<file path="config.mk">
export PLATFORM = sky130hd
export DESIGN_NAME = tat_thermal_alarm
export DESIGN_NICKNAME = d
export VERILOG_FILES = /design/src/verilog/tat_thermal_alarm.v
export VERILOG_INCLUDE_DIRS = /design/src /design/src/verilog
export SDC_FILE = /design/constraint.sdc
export NUM_CORES = 1
export LEC_CHECK = 0
export BUFFER_PORTS_ARGS = -buffer_cell sky130_fd_sc_hd__buf_2
export CORE_MARGIN = 2
export CORE_UTILIZATION = 40
export CTS_BUF_LIST = sky130_fd_sc_hd__clkbuf_8
export DETAILED_ROUTE_END_ITERATION = 16
export HOLD_SLACK_MARGIN = 0.02
export PLACE_DENSITY = 0.6
export SYNTH_ARGS = -nofsm -noshare
export SYNTH_HDL_FRONTEND = slang
export SYNTH_SLANG_ARGS = --single-unit
</file>
<file path="constraint.sdc">
create_clock -name clk -period 4.3 [get_ports clk]
set_input_delay 0.215 -clock clk [delete_from_list [all_inputs] [get_ports clk]]
set_output_delay 0.215 -clock clk [all_outputs]
set_load 0.1 [all_outputs]
</file>
<file path="src/verilog/tat_thermal_alarm_map.vh">
// Purpose: Register map, field positions and timing for the thermal alarm
// Assumes: 20 MHz core clock, 8-bit register port
// Notes:   Definitions only
`ifndef TAT_THERMAL_ALARM_MAP_VH
`define TAT_THERMAL_ALARM_MAP_VH

// ==========================================================
// Register offsets
`define TAT_REG_REMOTE1_LIMIT 8'h6a
`define TAT_REG_LOCAL_LIMIT 8'h6b
`define TAT_REG_REMOTE2_LIMIT 8'h6c
`define TAT_REG_INT_STATUS_TWO 8'h42
`define TAT_REG_INT_MASK_TWO 8'h75
`define TAT_REG_CONFIG_THREE 8'h78
`define TAT_REG_ASSERT_TIMER 8'h79
`define TAT_REG_TIMER_LIMIT 8'h7a
`define TAT_REG_CONFIG_FIVE 8'h7c
`define TAT_REG_CONFIG_FOUR 8'h7d

// ==========================================================
// Field positions
`define TAT_BIT_TIMER_FLAG 5
`define TAT_BIT_ALARM_ENABLE 1
`define TAT_BIT_FULL_SPEED 2
`define TAT_BIT_DRIVE_REMOTE1 5
`define TAT_BIT_DRIVE_LOCAL 6
`define TAT_BIT_DRIVE_REMOTE2 7
`define TAT_PIN_FUNC_THERMAL 2'h0
`define TAT_PIN_FUNC_TACH 2'h1
`define TAT_PIN_FUNC_GPIO 2'h2
`define TAT_PIN_FUNC_ALERT 2'h3

// ==========================================================
// Reset values
`define TAT_RST_LIMIT 8'h00
`define TAT_RST_MASK_TWO 8'h00
`define TAT_RST_CONFIG_THREE 8'h00
`define TAT_RST_CONFIG_FOUR 8'h01
`define TAT_RST_CONFIG_FIVE 8'h00
`define TAT_RST_TIMER 8'h00

// ==========================================================
// Limit values that switch a channel's drive off
`define TAT_LIMIT_OFF_OFFSET64 8'h00
`define TAT_LIMIT_OFF_TWOS 8'h80

// ==========================================================
// Timing
`define TAT_CLK_PERIOD_NS 50
`define TAT_STEP_TIME_NS 22760000
`define TAT_STEP_CYCLES (`TAT_STEP_TIME_NS / `TAT_CLK_PERIOD_NS)
`define TAT_TIMER_FULL 8'hff

`endif

</file>
<file path="src/verilog/tat_thermal_alarm.v">
// Purpose: Thermal alarm pin timer, limit flag, alert and pin drive
// Assumes: Register port driven by the serial interface on the same clock
// Notes:   Pin is open drain; output enable high pulls it low
`timescale 1ns/1ns
`default_nettype none
`include "tat_thermal_alarm_map.vh"

// Functional notes
// - Timer runs only while pin asserted
// - Assertion time accumulates across separate assertions
// - Reading timer returns value then clears it
// - Timer saturates at full scale until read
// - First assertion after clear sets bit 0
// - Past 45.52 ms bit 1 set, 22.76 ms steps
// - Read during assertion clears, sets bit 0, restarts
// - Zero limit read during assertion sets flag again
// - Eight-bit timer limit, zero up to 5.825 s
// - Timer above limit sets flag and alert
// - Mask bit 5 blocks alert, flag still set
// - Limit 0 alerts first assertion, 1 after 45.52 ms
// - Config three bit 1 enables pin function
// - Config five bits 5-7 enable per-channel drive
// - No drive enables means input only
// - External low assertions timed the same way
// - Full speed bit forces running fans 100 percent
// - Stopped fans are never started by alarm
// - Drive low when temperature exceeds limit 0.25 C
// - Stay low until temperature at or below limit
// - Channel limits at 0x6a, 0x6b, 0x6c
// - Minimum-code limit disables channel drive
// - Config four bits 1:0 select pin function
// - Status bits sticky until status register read
module tat_thermal_alarm #(
  parameter STEP_CYCLES = `TAT_STEP_CYCLES,
  parameter PRE_W = 20,
  parameter FANS = 4
) (
  // Clock and reset
  input wire clk,
  input wire resetn,
  // Register port
  input wire [7:0] regAddr,
  input wire [7:0] regWrData,
  input wire regWrStrobe,
  input wire regRdStrobe,
  output reg [7:0] regRdData,
  // Shared alarm pin, open drain
  input wire thermalAlarmPinIn,
  output reg thermalAlarmPinOut,
  output reg thermalAlarmPinOe,
  // Temperatures, 8.2 fixed point, one update pulse per monitoring cycle
  input wire [9:0] tempRemote1,
  input wire [9:0] tempLocal,
  input wire [9:0] tempRemote2,
  input wire tempUpdate,
  input wire offset64Mode,
  // Fans
  input wire [FANS-1:0] fanRunning,
  output reg [FANS-1:0] fanFullSpeed,
  // Alert and pin function
  output reg smbAlertN,
  output reg [1:0] sharedPinFunction
);

  localparam integer STEP_LAST_INT = STEP_CYCLES - 1;
  localparam [PRE_W-1:0] STEP_LAST = STEP_LAST_INT[PRE_W-1:0];

  // ==========================================================
  // Limit comparison helpers
  function [8:0] orderKey;
    input [7:0] code;
    input twos;
    begin
      orderKey = {1'b0, code[7] ^ twos, code[6:0]};
    end
  endfunction

  function channelOff;
    input [7:0] limit;
    input off64;
    begin
      if (off64) begin
        channelOff = (limit == `TAT_LIMIT_OFF_OFFSET64);
      end else begin
        channelOff = (limit == `TAT_LIMIT_OFF_TWOS);
      end
    end
  endfunction

  // ==========================================================
  // Registers
  reg [7:0] remote1Limit;
  reg [7:0] localLimit;
  reg [7:0] remote2Limit;
  reg [7:0] intMaskTwo;
  reg [7:0] configThree;
  reg [7:0] configFour;
  reg [7:0] configFive;
  reg [7:0] timerLimit;
  reg [7:0] assertTimer;
  reg timerLimitFlag;
  reg halfStep;
  reg [PRE_W-1:0] preCount;
  reg pinSync1;
  reg pinSync2;
  reg [2:0] chanDrive;

  wire isWrite = regWrStrobe;
  wire readTimer = regRdStrobe && (regAddr == `TAT_REG_ASSERT_TIMER);
  wire readStatus = regRdStrobe && (regAddr == `TAT_REG_INT_STATUS_TWO);
  wire pinIsAlarm = (configFour[1:0] == `TAT_PIN_FUNC_THERMAL);
  wire alarmEnabled = configThree[`TAT_BIT_ALARM_ENABLE] && pinIsAlarm;
  // Pin level seen after the synchroniser, whoever pulls it
  wire pinAsserted = alarmEnabled && !pinSync2;
  wire stepTick = pinAsserted && (preCount == STEP_LAST);
  wire [7:0] statusTwo = {2'h0, timerLimitFlag, 5'h00};

  // ==========================================================
  // Pin synchroniser
  always @(posedge clk or negedge resetn) begin
    if (!resetn) begin
      pinSync1 <= 1'b1;
      pinSync2 <= 1'b1;
    end else begin
      pinSync1 <= thermalAlarmPinIn;
      pinSync2 <= pinSync1;
    end
  end

  // ==========================================================
  // Writable registers
  always @(posedge clk or negedge resetn) begin
    if (!resetn) begin
      remote1Limit <= `TAT_RST_LIMIT;
      localLimit <= `TAT_RST_LIMIT;
      remote2Limit <= `TAT_RST_LIMIT;
      intMaskTwo <= `TAT_RST_MASK_TWO;
      configThree <= `TAT_RST_CONFIG_THREE;
      configFour <= `TAT_RST_CONFIG_FOUR;
      configFive <= `TAT_RST_CONFIG_FIVE;
      timerLimit <= `TAT_RST_LIMIT;
    end else if (isWrite) begin
      case (regAddr)
        `TAT_REG_REMOTE1_LIMIT: remote1Limit <= regWrData;
        `TAT_REG_LOCAL_LIMIT: localLimit <= regWrData;
        `TAT_REG_REMOTE2_LIMIT: remote2Limit <= regWrData;
        `TAT_REG_INT_MASK_TWO: intMaskTwo <= regWrData;
        `TAT_REG_CONFIG_THREE: configThree <= regWrData;
        `TAT_REG_CONFIG_FOUR: configFour <= regWrData;
        `TAT_REG_CONFIG_FIVE: configFive <= regWrData;
        `TAT_REG_TIMER_LIMIT: timerLimit <= regWrData;
        default: remote1Limit <= remote1Limit;
      endcase
    end
  end

  // ==========================================================
  // Prescaler: keeps its partial step across assertions
  always @(posedge clk or negedge resetn) begin
    if (!resetn) begin
      preCount <= {PRE_W{1'b0}};
    end else if (readTimer) begin
      preCount <= {PRE_W{1'b0}};
    end else if (stepTick) begin
      preCount <= {PRE_W{1'b0}};
    end else if (pinAsserted) begin
      preCount <= preCount + 1'b1;
    end
  end

  // ==========================================================
  // Assertion timer
  // Value 1 marks first assertion; two steps later the count reads 2
  always @(posedge clk or negedge resetn) begin
    if (!resetn) begin
      assertTimer <= `TAT_RST_TIMER;
      halfStep <= 1'b0;
    end else if (readTimer) begin
      halfStep <= 1'b0;
      if (pinAsserted) begin
        assertTimer <= 8'h01;
      end else begin
        assertTimer <= `TAT_RST_TIMER;
      end
    end else if (pinAsserted) begin
      if (assertTimer == `TAT_RST_TIMER) begin
        assertTimer <= 8'h01;
      end else if (stepTick) begin
        if (assertTimer == 8'h01 && !halfStep) begin
          halfStep <= 1'b1;
        end else if (assertTimer == 8'h01) begin
          assertTimer <= 8'h02;
        end else if (assertTimer != `TAT_TIMER_FULL) begin
          assertTimer <= assertTimer + 8'h01;
        end
      end
    end
  end

  // ==========================================================
  // Limit flag: set wins over the clearing read
  always @(posedge clk or negedge resetn) begin
    if (!resetn) begin
      timerLimitFlag <= 1'b0;
    end else if (assertTimer > timerLimit) begin
      timerLimitFlag <= 1'b1;
    end else if (readStatus) begin
      timerLimitFlag <= 1'b0;
    end
  end

  // ==========================================================
  // Alert output, active low
  always @(posedge clk or negedge resetn) begin
    if (!resetn) begin
      smbAlertN <= 1'b1;
    end else begin
      smbAlertN <= !(timerLimitFlag &&
        !intMaskTwo[`TAT_BIT_TIMER_FLAG]);
    end
  end

  // ==========================================================
  // Per-channel overtemperature drive, judged once per monitoring cycle
  wire [9:0] chanTemp [0:2];
  wire [7:0] chanLimit [0:2];
  assign chanTemp[0] = tempRemote1;
  assign chanTemp[1] = tempLocal;
  assign chanTemp[2] = tempRemote2;
  assign chanLimit[0] = remote1Limit;
  assign chanLimit[1] = localLimit;
  assign chanLimit[2] = remote2Limit;

  genvar ch;
  generate
    for (ch = 0; ch < 3; ch = ch + 1) begin : gChan
      wire [10:0] tKey = {orderKey(chanTemp[ch][9:2], !offset64Mode),
        chanTemp[ch][1:0]};
      wire [10:0] lKey = {orderKey(chanLimit[ch], !offset64Mode), 2'h0};
      wire allowed = configFive[`TAT_BIT_DRIVE_REMOTE1 + ch] &&
        !channelOff(chanLimit[ch], offset64Mode);
      always @(posedge clk or negedge resetn) begin
        if (!resetn) begin
          chanDrive[ch] <= 1'b0;
        end else if (!allowed) begin
          chanDrive[ch] <= 1'b0;
        end else if (tempUpdate) begin
          // Strictly above means at least a quarter degree over
          chanDrive[ch] <= (tKey > lKey);
        end
      end
    end
  endgenerate

  // ==========================================================
  // Pin drive and fan full_speed_on_alarm
  always @(posedge clk or negedge resetn) begin
    if (!resetn) begin
      thermalAlarmPinOut <= 1'b0;
      thermalAlarmPinOe <= 1'b0;
      fanFullSpeed <= {FANS{1'b0}};
      sharedPinFunction <= `TAT_PIN_FUNC_TACH;
    end else begin
      thermalAlarmPinOut <= 1'b0;
      thermalAlarmPinOe <= alarmEnabled && (|chanDrive);
      if (configThree[`TAT_BIT_FULL_SPEED] && pinAsserted) begin
        fanFullSpeed <= fanRunning;
      end else begin
        fanFullSpeed <= {FANS{1'b0}};
      end
      sharedPinFunction <= configFour[1:0];
    end
  end

  // ==========================================================
  // Read data
  always @(posedge clk or negedge resetn) begin
    if (!resetn) begin
      regRdData <= 8'h00;
    end else if (regRdStrobe) begin
      case (regAddr)
        `TAT_REG_REMOTE1_LIMIT: regRdData <= remote1Limit;
        `TAT_REG_LOCAL_LIMIT: regRdData <= localLimit;
        `TAT_REG_REMOTE2_LIMIT: regRdData <= remote2Limit;
        `TAT_REG_INT_STATUS_TWO: regRdData <= statusTwo;
        `TAT_REG_INT_MASK_TWO: regRdData <= intMaskTwo;
        `TAT_REG_CONFIG_THREE: regRdData <= configThree;
        `TAT_REG_CONFIG_FOUR: regRdData <= configFour;
        `TAT_REG_CONFIG_FIVE: regRdData <= configFive;
        `TAT_REG_TIMER_LIMIT: regRdData <= timerLimit;
        `TAT_REG_ASSERT_TIMER: regRdData <= assertTimer;
        default: regRdData <= 8'h00;
      endcase
    end
  end

endmodule
`default_nettype wire

</file>
==> impl_metrics.yaml, run 1 <==
clock_tree:
  cts.root.buffer_cell: "clkbuf_8"
  cts_sinks: 115
  clk_latency_ns: 0.46
  ctsResizeCount: 0
  cts_tree: "built"
  numCtsBuffers: 17
  htreeDepth: 4
  ctsLongestPathBuffers: 2
  clk_pin_slew_worst_paths_ns: 0.07
drt:
  via_count: 5433
  drt_first_pass_iters: 5
  routed_via_density: 5.80
  first_iter_violations: 479
  drc_errors: 0
  antenna_left: 0
  drt-total-wl_um: 18900
  wire_per_inst_um: 20.2
logic_synthesis:
  synth_top_family_by_area: "simple AND/OR/NAND/NOR gates"
  synth_cell_types: 74
  syn_nets: 716
  synth-xor-area-share_pct: 2.24
  syn_avg_cell_area_um2: 10.6
  ys_seq_area_share_pct: 43.4
  synth.area.mux_share_pct: 13.3
  yosysWarnings: 0
  ys_async_sr_fraction_pct: 100
  synth_edf_count: 0
  syn_area_mm2: 0.00664
  synthAdderAreaFrac_pct: 6.41
  synth_simple_gate_area_share_pct: 17.6
  syn_inst: 625
  synth-seq-cells: 115
  synth-compound-area-share_pct: 13.3
  synth_ff_type: "dfrtp_1"
sta:
  setup_tns_ns: 0
  hold_viol: 0
  maxSlewHeadroom_pct: 10.1
  tightest_slew_ns: 1.34
  fin_crit_sh_pct: 51.6
  finalMaxSlewViolations: 0
  setup_viol: 0
  finClkSkew_ns: 0.0153
  clock.fmax_mhz: 451
  fin_crit_ns: 2.22
  rsz0062_at_grt: "no"
setup_path:
  crit_path_top_delay_cell: "nor4bb_1"
  cpPeakStageDelay_ns: 0.92
  crit_arrival_ns: 2.56
  worstPathMaxFanout: 23
  worst-setup-path-type: "input port to register"
  critPathBufInv: 1
  path_delay_family: "simple AND/OR/NAND/NOR gates"
  crit_path_start_kind: "input port"
  end_kind: "register"
  required_ns: 4.64
  crit_chain: "buf_2 > nor4bb_1 > and3_1 > nand2_1 > mux2_2"
hold_path:
  hp-class: "input port to register"
finish:
  final_common_cell: "dfrtp_1"
  areaGrowthSynthToFinish_pct: 15.1
  drive_above_1_share_pct: 27.7
  diodes: 0
  final_cells: 936
  nets: 794
  most-common-layout-cells: "dfrtp_1, mux2_2, buf_2, inv_1"
  fillers: 1570
floorplan:
  io-pin-count: 74
  dieArea_mm2: 0.0177
  start_util_pct: 40.5
  chipWidth_um: 133
  core_area_mm2: 0.0164
  num_rows: 47
  die_h_um: 133
global_routing:
  gr-usage-all-layers_pct: 22.2
  grt_pass1_wl_um: 29900
  gr-total-overflow: 0
  grt_pass1_vias: 5291
  antenna_found_initial: 0
  grt_max_degree: 53
placement:
  place_inst: 898
  dp_hpwl_um: 13900
  gp_congestion: 0.885
  io_buffers: 72
power_and_ir_drop:
  p_leak_nw: 3.53
  ir_drop_uv: 220
  pwr_density_cell_mw_per_mm2: 327
job:
  drv_cap: 0
status:
  status: "complete, no violations"
==> state kept, by name, indices dropped and copies added (netlist names), 2 cells and up <==
register,cells
assertTimer,8
chanDrive,3
configFive,8
configFour,8
configThree,8
fanFullSpeed,4
intMaskTwo,8
localLimit,8
preCount,20
regRdData,8
remote1Limit,8
remote2Limit,8
sharedPinFunction,2
timerLimit,8
==> final timing paths <==
check | from | end | slack, ns | cells past startpoint
setup / recovery | regAddr[2] | configFive[1] | 2.08 | 5
hold / removal | tempUpdate | chanDrive[0] | 0.12 | 3
setup reg to reg | preCount[0] | preCount[18] | 2.09 | 6
hold reg to reg | pinSync1 | pinSync2 | 0.36 | 0
max in group asynchronous | resetn | smbAlertN | 2.95 | 3
min in group asynchronous | resetn | assertTimer[7] | 0.34 | 2
==> per-stage QoR <==
step	worst slack (ns)	power, mW	hold WS, ns	instance area (um2)	util, %
detailed placement	1.66	1.52	0.302	7200	43.9
floorplan	2.48	1.38	-0.0806	6640	-
global placement	1.77	1.51	0.283	7200	43.9
global route	1.89	2.61	0.125	7640	46.6
finish	2.08	2.50	0.122	7640	46.6
CTS	2.13	2.51	0.101	7640	46.6
==> layer usage <==
| metal | track usage (%) | vias to the layer above | wire length, um |
|---|---|---|---|
| met3 | 4.90 | 25 | 1100 |
| met1 | 32.6 | 2748 | 9130 |
| met4 | 6.87 | 0 | 282 |
| li1 | - | 2497 | - |
| met2 | 32.5 | 163 | 8410 |
| met5 | 0 | - | 0 |
==> kinds of logic (layout without fill, tap and decap cells) <==
group	Yosys count	in the layout
compound gates	123	123
mux	79	79
fa+ha+maj	34	34
other cells	1	1
flops	115	115
xor+xnor	17	17
simple gates	197	197
buf+inv	59	150
==> worst min-delay path, stage by stage <==
cell and delay (ns):
buf_2 0.16, o211ai_1 0.10, a21oi_1 0.07
==> power breakdown <==
group,switching (mW),internal (mW),total (mW)
registers,0.0647,1.14,1.20
logic,0.179,0.123,0.302
clock network,0.471,0.524,0.995
total,0.715,1.79,2.50
==> cell usage after synthesis (all sizes together) (15+ instances only) <==
| cell | n | area share, % |
|---|---|---|
| a21oi | 21 | 1.6 |
| dfrtp | 110 | 41 |
| ha | 34 | 6.4 |
| inv | 37 | 2.1 |
| mux2 | 75 | 13 |
| nand2 | 35 | 2.0 |
| nand3 | 20 | 1.5 |
| nand4 | 18 | 1.7 |
| nor2 | 27 | 1.5 |
| nor3 | 15 | 1.6 |
| o21ai | 16 | 1.2 |
| xor2 | 16 | 2.1 |
==> final cells by class <==
class,count,area (um2),area share [%]
clock buffers,18,248,3.24
flip-flops and latches,115,2880,37.7
clock inverters,14,139,1.82
inverters,38,143,1.87
multi-input cells,451,3520,46.0
well taps,220,275,3.60
repair buffers,80,438,5.73
==> repair_timing <==
item,in CTS,in global routing
hold buffers,6,0
endpoints found under the hold margin,51,0
setup endpoints to repair,0,0
buffers inserted,0,0
(Power assumes the default switching activity.)
==> run 2, diff against run 1 <==
==> constraint.sdc (replaced) <==
create_clock -name clk -period 2.3 [get_ports clk]
set_input_delay 0.115 -clock clk [delete_from_list [all_inputs] [get_ports clk]]
set_output_delay 0.115 -clock clk [all_outputs]
set_load 0.1 [all_outputs]
==> run 2 against run 1 <==
Effect of this change: worst hold slack lost 0.062 ns; sequential share of layout area shrank 0.89 points; highest routed layer unchanged; largest power group unchanged; via count shrank 0.20%; critical path type is now register to register; register-to-register slack lost 1.9 ns; clock skew shrank 0.0032 ns; non-clock buffer count grew 12; global-route usage grew 0.30 points; die area is the same; sequential cell count is the same; core utilization grew 1.1 points; final cell count grew 1.2%.
==> impl_metrics.yaml, run 2 (synthesis results as in run 1) <==
floorplan:
  io-pin-count: 74
  start_util_pct: 40.5
  num_rows: 47
  die_h_um: 133
  core_area_mm2: 0.0164
  chipWidth_um: 133
  dieArea_mm2: 0.0177
sta:
  finalMaxSlewViolations: 0
  fin_crit_ns: 2.13
  fin_crit_sh_pct: 92.7
  maxSlewHeadroom_pct: 34.6
  tightest_slew_ns: 0.976
  rsz0062_at_grt: "no"
  clock.fmax_mhz: 469
  fin_ws_ns: 0.168
  setup_tns_ns: 0
  holdWs_ns: 0.0592
  hold_viol: 0
  setup_viol: 0
  finClkSkew_ns: 0.0121
status:
  status: "complete, no violations"
finish:
  most-common-layout-cells: "dfrtp_1, mux2_2, buf_2, inv_1"
  final_cells: 947
  final_common_cell: "dfrtp_1"
  multi_input_area_mm2: 0.00352
  drive_above_1_share_pct: 28.7
  seqCellArea_mm2: 0.00288
  fin_area_mm2: 0.00783
  fillers: 1523
  largest_register_ffs: 20
  diodes: 0
  areaGrowthSynthToFinish_pct: 17.9
  largest_register: "preCount"
  fin_util_pct: 47.7
  nets: 806
drt:
  drc_errors: 0
  routed_via_density: 5.73
  drt-total-wl_um: 18900
  route.met3.wl_um: 1200
  route.met2.wl_um: 8380
  drt_first_pass_iters: 4
  highest_layer: "met4"
  via_count: 5422
  wire_per_inst_um: 20.0
  first_iter_violations: 488
  antenna_left: 0
  met1Wirelength_um: 8950
clock_tree:
  numCtsBuffers: 17
  ctsResizeCount: 0
  ctsHoldBuffers: 7
  htreeDepth: 4
  cts_setup_buffers: 0
  cts_tree: "built"
  cts_sinks: 115
  cts.root.buffer_cell: "clkbuf_8"
  clk_latency_ns: 0.46
  clk_pin_slew_worst_paths_ns: 0.08
  ctsLongestPathBuffers: 2
global_routing:
  grt_pass1_vias: 5359
  grt_max_degree: 50
  gr-total-overflow: 0
  gr-usage-all-layers_pct: 22.5
  grt_pass1_wl_um: 30400
  antenna_found_initial: 0
setup_path:
  end_kind: "register"
  worstPathMaxFanout: 7
  required_ns: 2.69
  worst-setup-path-type: "register to register"
  crit_path_start_kind: "register"
  crit_arrival_ns: 2.52
placement:
  io_buffers: 72
  dp_hpwl_um: 14100
  gp_congestion: 0.949
  placed_area_mm2: 0.00729
  place_inst: 909
  place_ws_ns: 0.183
power_and_ir_drop:
  p_leak_nw: 3.63
  ir_drop_uv: 442
  power_mw: 5.02
  pwr_density_cell_mw_per_mm2: 641
hold_path:
  hp-class: "input port to register"
job:
  drv_cap: 0
-- run 2: cell count changes in the layout (fill, tap and decap cells not counted), moves of 3 or more --
| cell | before | now |
|---|---|---|
| clkinvlp_4 | 5 | 2 |
| buf_4 | 3 | 13 |
| clkinv_2 | 4 | 1 |
| bufinv_16 | 2 | 5 |
| clkinv_4 | 1 | 4 |
-- run 2: per-layer routing --
metal,vias to the layer above,global-route usage [%]
met4,0,7.65
met3,30,5.59
li1,2529,-
met2,196,34.3
met1,2667,31.3
met5,-,0
-- run 2: final timing paths --
check | start | endpoint | slack [ns] | cells after the start
worst min register to register | pinSync1 | pinSync2 | 0.37 | 0
worst max-delay path | preCount[0] | preCount[18] | 0.17 | 6
max in group asynchronous | resetn | smbAlertN | 1.30 | 3
worst min-delay path | regWrData[3] | remote2Limit[3] | 0.06 | 2
min in group asynchronous | resetn | remote2Limit[2] | 0.20 | 2
worst max register to register | preCount[0] | preCount[18] | 0.17 | 6
-- run 2: layout make-up --
cell class	count	area share, %
Timing Repair Buffer	92	6.94
Inverter	38	1.82
Multi-Input combinational cell	451	44.9
Tap cell	220	3.52
Clock buffer	19	3.34
Clock inverter	12	2.62
Sequential cell	115	36.8
-- run 2: critical path, stage by stage (launching register included) --
cell and delay (ns):
dfrtp_1 0.40, ha_1 0.33, nand3_1 0.19, nor2_1 0.31
nand4_1 0.22, or4_1 0.52, nand3_1 0.10
-- run 2: power breakdown --
part	total, mW	switching [mW]	internal (mW)	leakage, nW
combinational	0.570	0.332	0.238	1.85
sequential	2.25	0.121	2.13	1.55
clock	2.20	0.854	1.34	0.228
total	5.02	1.31	3.71	3.63
==> run 3, diff against run 2 <==
==> constraint.sdc (replaced) <==
create_clock -name clk -period 2 [get_ports clk]
set_input_delay 0.1 -clock clk [delete_from_list [all_inputs] [get_ports clk]]
set_output_delay 0.1 -clock clk [all_outputs]
set_load 0.1 [all_outputs]
==> run 3 against run 2 <==
Effect of this change: combinational power rose by 24%; global-route usage is 0.18 points higher; critical path depth shrank 1; first-iteration DRC count shrank 23%; worst hold slack got worse by 0.0041 ns; clock power increased by 4%; clock skew decreased by 0.0032 ns; cell area grew 3.4%; highest routed layer unchanged.
==> impl_metrics.yaml, run 3 (synthesis results as in run 1) <==
status:
  status: "complete, no violations"
finish:
  largest_register_ffs: 20
  nets: 837
  most-common-layout-cells: "dfrtp_1, mux2_2, buf_2, buf_4, inv_1"
  fin_area_mm2: 0.00810
  drive_above_1_share_pct: 32.4
  final_common_cell: "dfrtp_1"
  largest_register: "preCount"
  diodes: 0
  final_cells: 979
  fillers: 1514
  areaGrowthSynthToFinish_pct: 21.9
global_routing:
  gr-usage-all-layers_pct: 22.6
  antenna_found_initial: 0
  grt_pass1_vias: 5684
  grt_pass1_wl_um: 31100
  grt_max_degree: 116
  gr-total-overflow: 0
drt:
  wire_per_inst_um: 19.4
  routed_via_density: 5.69
  first_iter_violations: 378
  drt-total-wl_um: 19000
  antenna_left: 0
  drc_errors: 0
  via_count: 5566
  drt_first_pass_iters: 5
setup_path:
  startpoint: "configFour[0]"
  reg2reg_from: "configFour[0]"
  worst_r2r_endpoint: "assertTimer[1]"
  critPathCapture: "assertTimer[1]"
  required_ns: 2.36
  crit_arrival_ns: 2.29
  r2r_slack_ns: 0.07
  worst-setup-path-type: "register to register"
  end_kind: "register"
  reg2reg_depth: 5
  crit_path_start_kind: "register"
  worstPathMaxFanout: 6
power_and_ir_drop:
  power.internal_mw: 3.99
  power_mw: 5.55
  p_sw_share_pct: 28.2
  p_leak_nw: 3.76
  p_sw_mw: 1.56
  pwr-share-comb_pct: 12.7
  pwr-share-seq_pct: 46.2
  ir_drop_uv: 484
  pwr_density_cell_mw_per_mm2: 686
  pwr-share-clk_pct: 41.1
clock_tree:
  cts_tree: "built"
  cts_sinks: 115
  cts.root.buffer_cell: "clkbuf_8"
  clk_pin_slew_worst_paths_ns: 0.08
  ctsLongestPathBuffers: 2
  clk_latency_ns: 0.45
  numCtsBuffers: 17
  htreeDepth: 4
floorplan:
  dieArea_mm2: 0.0177
  io-pin-count: 74
  core_area_mm2: 0.0164
  die_h_um: 133
  num_rows: 47
  start_util_pct: 40.5
  chipWidth_um: 133
hold_path:
  hp-class: "input port to register"
sta:
  setup_viol: 0
  hold_viol: 0
  setup_tns_ns: 0
  maxSlewHeadroom_pct: 32.7
  fin_crit_sh_pct: 96.6
  fin_crit_ns: 1.93
  finalMaxSlewViolations: 0
  finClkSkew_ns: 0.00882
  tightest_slew_ns: 1.00
  rsz0062_at_grt: "yes"
  clock.fmax_mhz: 517
placement:
  dp_hpwl_um: 14100
  gp_congestion: 0.972
  place_inst: 934
  placed_area_mm2: 0.00753
  io_buffers: 72
job:
  drv_cap: 0
run 3: cell count changes in the layout (fill, tap and decap cells not counted), moves of 2 or more:
cell / previous run / this run
buf_12: 1 / 5
dfrtp_2: 0 / 3
clkinvlp_4: 2 / 4
inv_6: 0 / 2
dfrtp_1: 110 / 107
dlygate4sd3_1: 7 / 9
clkbuf_8: 19 / 17
bufinv_16: 5 / 3
buf_4: 13 / 38
run 3: worst min-delay path by stage:
stage                                  from  slack (ns)  cells after the start        endpoint
final                        tempRemote2[0]        0.06                      4    chanDrive[2]
after global routing           regWrData[6]        0.07                      2   localLimit[6]
after CTS                    tempRemote2[0]        0.04                      4    chanDrive[2]
after detailed placement  thermalAlarmPinIn        0.21                      1        pinSync1
after global placement    thermalAlarmPinIn        0.21                      1        pinSync1
after floorplan                      resetn       -0.20                      0  assertTimer[0]
run 3: what timing repair did:
action,4_1_cts,5_1_grt
hold buffers,9,0
buffers inserted,1,3
endpoints found under the setup margin,6,9
gates cloned,0,0
resized for setup,4,6
pin swaps,2,2
hold endpoints to repair,125,0
run 3: power by group through the flow:
stage / clock (mW) / combinational [mW] / sequential (mW)
after floorplan: 0 / 0.379 / 2.59
after global placement: 0 / 0.657 / 2.60
after detailed placement: 0 / 0.685 / 2.61
after CTS: 2.33 / 0.705 / 2.57
after global routing: 2.45 / 0.793 / 2.59
final: 2.28 / 0.704 / 2.57
run 3: layout make-up:
cell class / instances / area [um2] / share of cell area, %
Multi-Input combinational cell: 451 / 3540 / 43.8
Sequential cell: 115 / 2890 / 35.7
Timing Repair Buffer: 123 / 831 / 10.3
Tap cell: 220 / 275 / 3.40
Clock buffer: 17 / 234 / 2.89
Clock inverter: 15 / 183 / 2.26
Inverter: 38 / 143 / 1.76
run 3: per-stage QoR:
step                hold WS [ns]  utilization (%)  setup slack, ns
floorplan                 -0.196                -            0.183
global placement           0.207             45.9           0.0673
detailed placement         0.212             45.9          0.00914
CTS                       0.0377             49.1           0.0138
global route              0.0679             49.3          -0.0561
finish                    0.0551             49.3           0.0675
run 3: routing by layer:
layer	GRT usage [%]	vias up	routed length [um]
met5	0	-	0
met4	8.06	0	381
met3	4.52	34	1010
met2	35.0	174	8700
met1	31.6	2773	8870
li1	-	2585	-
run 3: worst max-delay path, cell delays in order (launching register included):
cell and delay [ns]:
dfstp_2 0.37, or4b_4 0.58, nor3_4 0.22, nand4b_1 0.27
nand2_4 0.19, mux2i_1 0.21
